## config.mk

```make
export PLATFORM = sky130hd
export DESIGN_NAME = sosd_core
export DESIGN_NICKNAME = d
export VERILOG_FILES = /design/src/sosd_pkg.sv /design/src/sosd_clk_monitor.sv /design/src/sosd_core.sv
export SDC_FILE = /design/constraint.sdc
export NUM_CORES = 1
export LEC_CHECK = 0
export ABC_AREA = 0
export BUFFER_PORTS_ARGS = -buffer_cell sky130_fd_sc_hd__buf_2
export CORE_ASPECT_RATIO = 0.6
export CORE_MARGIN = 3
export CORE_UTILIZATION = 51
export DETAILED_ROUTE_END_ITERATION = 16
export PLACE_DENSITY = 0.85
export REMOVE_ABC_BUFFERS = 1
export SYNTH_ARGS = -nofsm -noshare
export SYNTH_HDL_FRONTEND = slang
export SYNTH_SLANG_ARGS = --single-unit
```

## constraint.sdc

```tcl
create_clock -name core_clk -period 4.55 [get_ports core_clk]
set_input_delay 0.2275 -clock core_clk [delete_from_list [all_inputs] [get_ports core_clk]]
set_output_delay 0.2275 -clock core_clk [all_outputs]
set_load 0.02 [all_outputs]
```

## src/sosd_pkg.sv

```systemverilog
// package for the stop mode and oscillation stop detection block
package sosd_pkg;

  // stop-detect enable field values
  localparam logic [1:0] SOSD_DETECT_ON = 2'h3;
  localparam logic [1:0] SOSD_DETECT_OFF = 2'h0;
  // system clock divider setting forced on stop entry (divide-by-8 select)
  localparam logic SOSD_DIV8_ON = 1'h1;
  // protect register bit positions
  localparam int SOSD_PRC_CLOCK = 0;
  localparam int SOSD_PRC_PROC = 1;
  localparam int SOSD_PRC_PORT0 = 2;
  localparam int SOSD_PRC_VOLT = 3;
  // write group select codes
  localparam logic [1:0] SOSD_GRP_CLOCK = 2'h0;
  localparam logic [1:0] SOSD_GRP_PROC = 2'h1;
  localparam logic [1:0] SOSD_GRP_PORT0 = 2'h2;
  localparam logic [1:0] SOSD_GRP_VOLT = 2'h3;
  // timing: main clock monitor window, 1 us at 200 MHz
  localparam int SOSD_CLK_MHZ = 200;
  localparam int SOSD_WATCH_NS = 1000;
  localparam int SOSD_WATCH_CYC = SOSD_WATCH_NS * SOSD_CLK_MHZ / 1000;
  localparam int SOSD_WATCH_W = 8;
  // prefetch bytes after the stop instruction
  localparam int SOSD_PREFETCH_BYTES = 4;
  localparam logic [2:0] SOSD_PREFETCH_LAST = 3'h4;
  // reset values of clock control bits
  localparam logic SOSD_RST_DIV8 = 1'h1;
  localparam logic SOSD_RST_LOWSTOP = 1'h0;

  // clock control bits held by this block
  typedef struct packed {
    logic all_clock_stop_bit;
    logic divide_by_eight_select;
    logic sub_osc_drive_high;
    logic main_osc_drive_high;
    logic system_clock_select;
    logic main_osc_pin_function;
    logic sub_osc_enable;
    logic periph_clock_stop_in_wait;
    logic main_clock_stop_bit;
    logic low_speed_osc_stop;
  } sosd_clk_ctrl_type;

  // detect register state
  typedef struct packed {
    logic main_clock_stopped_flag;
    logic onchip_osc_selected_flag;
    logic stop_detect_enable_hi;
    logic stop_detect_enable_lo;
  } sosd_detect_type;

  // oscillator pin control: out value and active-low output enable
  typedef struct packed {
    logic main_osc_out;
    logic main_osc_oe_n;
    logic sub_osc_out;
    logic sub_osc_oe_n;
  } sosd_pin_type;

  // power state
  typedef enum logic [1:0] {
    SOSD_RUN,
    SOSD_PREFETCH,
    SOSD_STOP,
    SOSD_WAKE
  } sosd_state_type;

endpackage

```

## src/sosd_clk_monitor.sv

```systemverilog
// main clock activity monitor sampled into the system clock domain
module sosd_clk_monitor
  import sosd_pkg::*;
(
  input wire logic core_clk,
  input wire logic rstn,
  input wire logic main_clock,
  input wire logic enable,
  output logic clock_lost
);

  logic sync_a;
  logic sync_b;
  logic last;
  logic [SOSD_WATCH_W-1:0] idle_count;
  logic seen_edge;
  logic expired;

  // two flip-flop synchroniser for the main crystal clock
  always_ff @(posedge core_clk) begin
    if (!rstn) begin
      sync_a <= 1'b0;
      sync_b <= 1'b0;
      last <= 1'b0;
    end else begin
      sync_a <= main_clock;
      sync_b <= sync_a;
      last <= sync_b;
    end
  end

  assign seen_edge = sync_b ^ last;
  assign expired = idle_count == SOSD_WATCH_W'(SOSD_WATCH_CYC);

  // count cycles with no toggle; saturate on a lost clock
  always_ff @(posedge core_clk) begin
    if (!rstn || !enable || seen_edge) begin
      idle_count <= '0;
    end else if (!expired) begin
      idle_count <= idle_count + 1'b1;
    end
  end

  // lost pulse fires once on reaching the window
  always_ff @(posedge core_clk) begin
    if (!rstn) begin
      clock_lost <= 1'b0;
    end else begin
      clock_lost <= enable && !seen_edge && (idle_count == SOSD_WATCH_W'(SOSD_WATCH_CYC - 1));
    end
  end

endmodule

```

## src/sosd_core.sv

```systemverilog
// stop mode control, oscillator pin hold, stop detection and write protection
//
// Overview of operation
// - writing the all-stop bit enters stop
// - stop entry forces divide-by-8 and high drive
// - pins keep their pre-stop state in stop
// - main clock: drive main output high or input
// - sub clock: drive sub output high or input
// - reset or enabled interrupt leaves stop
// - interrupt sequence runs after clock restarts
// - wake resumes at previous clock divided by 8
// - detection active only when field is 11b
// - detected stop sets flags, starts low oscillator, requests
// - stop interrupt shares vector with watchdog, monitors
// - cause flag from stopped flag or enable+selected
// - prefetch four bytes before halting
// - protect bits gate four register groups
module sosd_core
  import sosd_pkg::*;
(
  input wire logic core_clk,
  input wire logic rstn,
  input wire logic main_clock,
  input wire logic wr_en,
  input wire logic [1:0] wr_group,
  input wire sosd_clk_ctrl_type wr_clk_ctrl,
  input wire logic [1:0] wr_detect_enable,
  input wire logic wr_protect_en,
  input wire logic [3:0] wr_protect,
  input wire logic prefetch_byte,
  input wire logic wake_irq,
  input wire logic [7:0] pin_out_run,
  input wire logic [7:0] pin_oe_n_run,
  input wire logic watchdog_cause_flag,
  input wire logic monitor1_cause_flag,
  input wire logic monitor2_cause_flag,
  output sosd_clk_ctrl_type clk_ctrl,
  output sosd_detect_type detect,
  output logic [3:0] write_protect_register,
  output logic [3:0] group_write_ok,
  output logic cpu_clock_run,
  output logic cpu_halt,
  output logic irq_sequence_start,
  output logic in_stop,
  output logic [7:0] pin_out,
  output logic [7:0] pin_oe_n,
  output sosd_pin_type osc_pins,
  output logic osc_stop_irq,
  output logic shared_vector_irq,
  output logic osc_stop_cause
);

  // ==========================================================
  // write protection
  sosd_state_type state;
  sosd_state_type next_state;
  logic [2:0] prefetch_count;
  logic [7:0] held_out;
  logic [7:0] held_oe_n;
  logic clock_lost;
  logic detect_on;
  logic detect_hit;
  logic clock_wr;
  logic stop_req;
  logic prefetch_done;
  logic wake_now;

  // a group write passes only while its protect bit is 1
  assign group_write_ok = write_protect_register;
  assign clock_wr = wr_en && wr_group == SOSD_GRP_CLOCK
    && write_protect_register[SOSD_PRC_CLOCK];

  // protect register itself is always writable
  always_ff @(posedge core_clk) begin
    if (!rstn) begin
      write_protect_register <= 4'h0;
    end else if (wr_protect_en) begin
      write_protect_register <= wr_protect;
    end
  end

  // ==========================================================
  // stop mode sequencing
  assign stop_req = clock_wr && wr_clk_ctrl.all_clock_stop_bit;
  assign prefetch_done = prefetch_byte
    && prefetch_count == SOSD_PREFETCH_LAST - 3'h1;
  assign wake_now = wake_irq;

  // next state decode
  always_comb begin
    next_state = state;
    case (state)
      SOSD_RUN: begin
        if (stop_req) begin
          next_state = SOSD_PREFETCH;
        end
      end
      SOSD_PREFETCH: begin
        if (prefetch_done) begin
          next_state = SOSD_STOP;
        end
      end
      SOSD_STOP: begin
        if (wake_now) begin
          next_state = SOSD_WAKE;
        end
      end
      SOSD_WAKE: begin
        next_state = SOSD_RUN;
      end
      default: begin
        next_state = SOSD_RUN;
      end
    endcase
  end

  // state and prefetch byte counter
  always_ff @(posedge core_clk) begin
    if (!rstn) begin
      state <= SOSD_RUN;
      prefetch_count <= 3'h0;
    end else begin
      state <= next_state;
      if (state != SOSD_PREFETCH) begin
        prefetch_count <= 3'h0;
      end else if (prefetch_byte) begin
        prefetch_count <= prefetch_count + 3'h1;
      end
    end
  end

  assign in_stop = state == SOSD_STOP;
  assign cpu_halt = state == SOSD_STOP || state == SOSD_PREFETCH && prefetch_done;
  assign cpu_clock_run = state != SOSD_STOP;
  // interrupt sequence once clock supply is back
  assign irq_sequence_start = state == SOSD_WAKE;

  // ==========================================================
  // clock control bits
  always_ff @(posedge core_clk) begin
    if (!rstn) begin
      clk_ctrl <= '0;
      clk_ctrl.divide_by_eight_select <= SOSD_RST_DIV8;
      clk_ctrl.low_speed_osc_stop <= SOSD_RST_LOWSTOP;
    end else begin
      if (clock_wr) begin
        clk_ctrl <= wr_clk_ctrl;
      end
      if (stop_req) begin
        clk_ctrl.divide_by_eight_select <= SOSD_DIV8_ON;
        clk_ctrl.sub_osc_drive_high <= 1'b1;
        clk_ctrl.main_osc_drive_high <= 1'b1;
      end
      if (state == SOSD_WAKE) begin
        clk_ctrl.all_clock_stop_bit <= 1'b0;
      end
      if (detect_hit) begin
        clk_ctrl.low_speed_osc_stop <= 1'b0;
      end
    end
  end

  // ==========================================================
  // pin hold in stop
  always_ff @(posedge core_clk) begin
    if (!rstn) begin
      held_out <= 8'h00;
      held_oe_n <= 8'hFF;
    end else if (state != SOSD_STOP) begin
      held_out <= pin_out_run;
      held_oe_n <= pin_oe_n_run;
    end
  end

  assign pin_out = in_stop ? held_out : pin_out_run;
  assign pin_oe_n = in_stop ? held_oe_n : pin_oe_n_run;

  // oscillator pins: driven high or released as input in stop
  always_comb begin
    osc_pins = '0;
    osc_pins.main_osc_oe_n = 1'b1;
    osc_pins.sub_osc_oe_n = 1'b1;
    if (in_stop && !clk_ctrl.system_clock_select) begin
      osc_pins.main_osc_out = clk_ctrl.main_osc_pin_function;
      osc_pins.main_osc_oe_n = !clk_ctrl.main_osc_pin_function;
    end
    if (in_stop && clk_ctrl.system_clock_select) begin
      osc_pins.sub_osc_out = clk_ctrl.sub_osc_enable;
      osc_pins.sub_osc_oe_n = !clk_ctrl.sub_osc_enable;
    end
  end

  // ==========================================================
  // oscillation stop detection
  assign detect_on = {detect.stop_detect_enable_hi, detect.stop_detect_enable_lo}
    == SOSD_DETECT_ON;

  sosd_clk_monitor u_mon (
    .core_clk(core_clk),
    .rstn(rstn),
    .main_clock(main_clock),
    .enable(detect_on && !clk_ctrl.system_clock_select && !in_stop),
    .clock_lost(clock_lost)
  );

  assign detect_hit = clock_lost && detect_on && !clk_ctrl.system_clock_select;

  // flags: detection wins over a software clear in the same cycle
  always_ff @(posedge core_clk) begin
    if (!rstn) begin
      detect <= '0;
    end else begin
      if (clock_wr) begin
        detect.stop_detect_enable_hi <= wr_detect_enable[1];
        detect.stop_detect_enable_lo <= wr_detect_enable[0];
        detect.onchip_osc_selected_flag <= 1'b0;
        detect.main_clock_stopped_flag <= 1'b0;
      end
      if (detect_hit) begin
        detect.onchip_osc_selected_flag <= 1'b1;
        detect.main_clock_stopped_flag <= 1'b1;
      end
    end
  end

  always_ff @(posedge core_clk) begin
    if (!rstn) begin
      osc_stop_irq <= 1'b0;
    end else begin
      osc_stop_irq <= detect_hit;
    end
  end

  // cause decode and shared vector
  assign osc_stop_cause = detect.main_clock_stopped_flag
    || detect_on && detect.onchip_osc_selected_flag;
  assign shared_vector_irq = osc_stop_irq || watchdog_cause_flag
    || monitor1_cause_flag || monitor2_cause_flag;

endmodule

```

After elaboration in Yosys (flattened, before gate mapping). Index checks and enable logic that the tools add are counted.

Add/subtract/negate cells: 2. $mul: 0. Div/mod/pow operators: 0. $lt $le $gt $ge: 0. Eq/ne operators: 12. Shift operators: 0. Multiplexer cells: 12. Bitwise gates (word level): 2. Reductions and logical operators: 37.

Operator list (number): 8-bit two-way mux (3); 8-bit == test, second input constant (2); 1-bit logical AND (14); 2-bit two-way mux (7); 8-bit by 1-bit adder with 8-bit output, second input constant (1); 2-bit inequality test, second input constant (4); 2-bit case mux with 4 select lines (1); 2-bit OR reduction (4); 1-bit logical NOT (7); 1-bit logical OR (7); 2-bit == test, second input constant (3); 2-bit logical NOT (2); 4-bit two-way mux (1); 2-bit nonzero test (2); 3-bit by 1-bit adder with 3-bit output, second input constant (1); 3-bit by 2-bit == test with 1-bit output, second input constant (1); 3-bit AND reduction (1); 2-bit by 1-bit == test with 1-bit output, second input constant (1); 2-bit by 1-bit inequality test with 1-bit output, second input constant (1); 1-bit NOT (1); 1-bit XOR (1).

Flip-flop bits (word level): 52. Bits in latches: 0. Bits in writable memories: 0. Bits in read-only memories: 0. Output and inout bits: 49. Memories: 0.

Logic depth before layout (Yosys ltp).
Word-level depth: 6. Mapped depth: 6.

Cells and area by module. A second synthesis with hierarchy kept.

Cells, all modules: 230. Area total of the unflattened synthesis: 2235.9 µm².

Modules (own cells, without submodules): sosd_core (times used 1, cells an instance 175, area each 1697.9 µm², seq. area each 780.7 µm²); sosd_clk_monitor (times used 1, cells an instance 55, area each 538.0 µm², seq. area each 240.2 µm²).

Least setup slack after synthesis. No wires, ideal clock.

Path type: flip-flop to output port. From: reg state[0]. To: out osc_pins[2] (netlist bit). Data arrival time: 1.973 ns. Required time: 4.323 ns. Path slack: 2.349 ns. Stages on the path, launching flop included: 7. Path buffers: 1. Cell sequence: dfxtp_1 > inv_1 > ha_1 > buf_2 > inv_1 > nor3b_1 > inv_1.

RTL lines: from (decl) (RTL line sosd_core.sv:55) `sosd_state_type state;`; from (signal assigned) (RTL line sosd_core.sv:123) `state <= next_state;`; to (decl) (RTL line sosd_core.sv:47) `output sosd_pin_type osc_pins,`.

==> metrics.cfg <==
[placement]
gp_congestion = 0.862
port_buffers = 92
dp_slack_ps = 2340
dp_hpwl_mm = 3.72

[global_route]
pin_count_of_the_biggest_net_entering_global_routing = 26
gr-usage-all-layers_pct = 19.1
grt_pass1_vias = 1754
leftover_overflow_at_the_end_of_global_routing = 0
antenna_violations_before_repair = 0
grt_first_pass_wirelength_mm = 8.05

[logic_synthesis]
prevailing_post_synth_register_cell = dfxtp_1
synth.area.top_cells = dfxtp_1 47%, mux2_2 8.8%, ha_1 4.6%, nand2_1 4.1%, mux2i_1 3.2%
post_synth_num_cell_types = 38
ys_top_cells_by_count = 51 x dfxtp_1, 24 x nand2_1, 17 x mux2_2
syn-cell-area_um2 = 2180
synth.most_common_cell = dfxtp_1
synthesized_flop_and_latch_total = 51
netlist_instances = 225
ys_async_sr_fraction_pct = 0
yosys_warnings = 0
synthesis.area_per_instance_um2 = 9.69
post_synth_edffs = 0
synth_sequential_area_ratio_pct = 46.8
synth_top_area_cell = dfxtp_1
synth.top_cell.area_share_pct = 46.8

[worst_hold_path]
hold_path_class = in2reg

[detailed_routing]
post-route-drc-count = 0
first_pass_iters = 4
postRouteWirelength_mm = 4.81
vias_per_cell = 5.08
detailroute.via_count = 1859
ant_nets = 0
route.detailed.wl_per_inst_um = 13.1
drt_iter0_markers = 52

[clock_tree]
clk_transition_reported_paths_ps = 90
clock_latency_ps = 290
holdBufCountCts = 0
clk_path_buf_depth = 2
tritoncts_clock_tree = built
cts_htree_levels = 2
post_cts.resized_instances = 0
postCtsSetupRepairBufs = 0
clock-sinks = 51
numCtsBuffers = 5
cts_root_buf = clkbuf_8

[setup_path]
timing.critical_path.fanout_max = 21
timing.critical_path.slowest_cell_delay_ps = 780
critical_path.n_buffers_inverters = 4
crit_top_cell = inv_1
critical_path_required_ps = 4320
timing.critical_path.cells = inv_1 -> ha_1 -> inv_1 -> nor3b_1 -> inv_1 -> buf_2
critical_path_startpoint_category = flop
critical_path_s_slowest_cell = ha_1
cell_family_contributing_the_most_delay_on_the_critical_path = adder cells
arrival_ps = 2310
timing.setup.critical_path_class = reg2out
worstSetupEndpointType = output port

[sta]
hold-worst-slack_ps = 141
finalSetupViolCount = 0
timing.setup.tns_ps = 0
slew_viol_final = 0
clock.fmax_mhz = 394
final.setup_skew_ps = 5.41
fin_crit_ps = 2540
grt_setup_unrepaired = false
worst-slew-pin-transition_ps = 931
slew-limit-headroom_pct = 38.0
final.setup.worst_slack_ps = 2010
post-route-period-util_pct = 55.8
timing_hold_violations_final = 0

[pwr]
switching_power_mw = 0.190
vdd_drop_max_mv = 0.206
switching_share_pct = 21.0
clockPowerShare_pct = 39.9
power.sequential.fraction_pct = 51.1
leakagePower_nw = 1.22
pwr_density_cell_nw_per_um2 = 328
cell_internal_pwr_mw = 0.715
design_power_total_mw = 0.906
p_comb_share_pct = 9.0

[status]
run_status = complete, no violations

[finish]
drive_above_1_share_pct = 41.7
multi_input_comb_area_um2 = 1040
nFillCells = 315
insertedDiodeCount = 0
fin_nets = 360
layout-area-overhead-vs-synth_pct = 26.8
seq_area_um2 = 1020

[floorplanning]
design.die.area_um2 = 5120
fp.dieW_um = 90.4
floorplan.initialDensity_pct = 56.3
io_pins = 93
row_count = 17
core_area_um2 = 3870
die_h_um = 56.6

[flow_run]
max_cap_viol_count = 0

-- registers in the layout, summed over array words and instances (netlist names), 2 cells and up --
register,cells
held_oe_n,8
group_write_ok,4
detect,3
u_mon.idle_count,8
clk_ctrl,10
state,2
prefetch_count,3
held_out,8
-- cell families after synthesis --
group                    count (synthesis)  synth area share, %
adder cells (fa/ha/maj)                  8                 4.59
multiplexers                            24                 12.0
flip-flops                              51                 46.8
AO/OA/AOI/OAI                           23                 6.09
AND/OR/NAND/NOR                         89                 23.0
XOR/XNOR                                 5                 2.01
buffers and inverters                   25                 5.45
-- power by group through the flow --
stage	sequential [mW]	combinational (mW)	clock [mW]
CTS	0.463	0.0821	0.370
global placement	0.473	0.0809	0
detailed placement	0.474	0.0817	0
finish	0.463	0.0818	0.361
global route	0.465	0.0894	0.388
floorplan	0.479	0.0367	0
-- cells in the final DEF, fill, tap and decap left out, drive strengths merged, types with 2 or more instances in the layout --
master   instances
a21oi           13
and2            11
and3b            2
buf             92
bufinv           2
clkbuf           5
dfxtp           51
ha               8
inv              9
mux2            17
mux2i            7
nand2           24
nand3            5
nand4            2
nand4bb          2
nor2            13
nor2b            2
nor3            10
o21ai            5
or2              8
or3              3
xnor2            3
xor2             2
-- metrics by stage --
step | util, % | cell area, um^2 | std cells
2_1_floorplan | - | 2090 | 209
3_3_place_gp | 67.8 | 2630 | 358
3_5_place_dp | 67.8 | 2630 | 358
4_1_cts | 71.4 | 2760 | 366
5_1_grt | 71.4 | 2760 | 366
6_report | 71.4 | 2760 | 366
-- layout make-up --
cell class | count | share of cell area, %
clock buffer | 5 | 2.49
clock inverter | 3 | 2.45
sequential | 51 | 37.0
inverter | 9 | 1.22
timing repair buffer | 92 | 16.7
tap | 57 | 2.58
multi-input combinational | 149 | 37.6
-- worst paths after layout --
check | startpoint | endpoint | slack [ps] | cells after the start
worst max-delay path | state[0] | osc_pins[2] | 2010 | 6
worst min-delay path | main_clock | u_mon.sync_a | 140 | 2
worst min register to register | u_mon.sync_a | u_mon.sync_b | 440 | 1
worst max register to register | state[0] | held_oe_n[5] | 2530 | 4
-- metal layers --
| metal | part of all wire (%) | up-vias | GRT usage [%] |
|---|---|---|---|
| met1 | 47 | 840 | 26.2 |
| li1 | - | 922 | - |
| met3 | 9.7 | 4 | 6.43 |
| met4 | 0.62 | 0 | 3.70 |
| met5 | 0 | - | 0 |
| met2 | 42 | 93 | 29.4 |
-- worst reg2reg max path, delay by kind of cell, from the launching register on --
kind,cells,cell delay (ps)
flip-flops,1,340
multiplexers,1,440
buffers and inverters,1,90
adder cells (fa/ha/maj),1,780
AND/OR/NAND/NOR,1,270
Note: power is estimated with default switching activity, not from simulation.
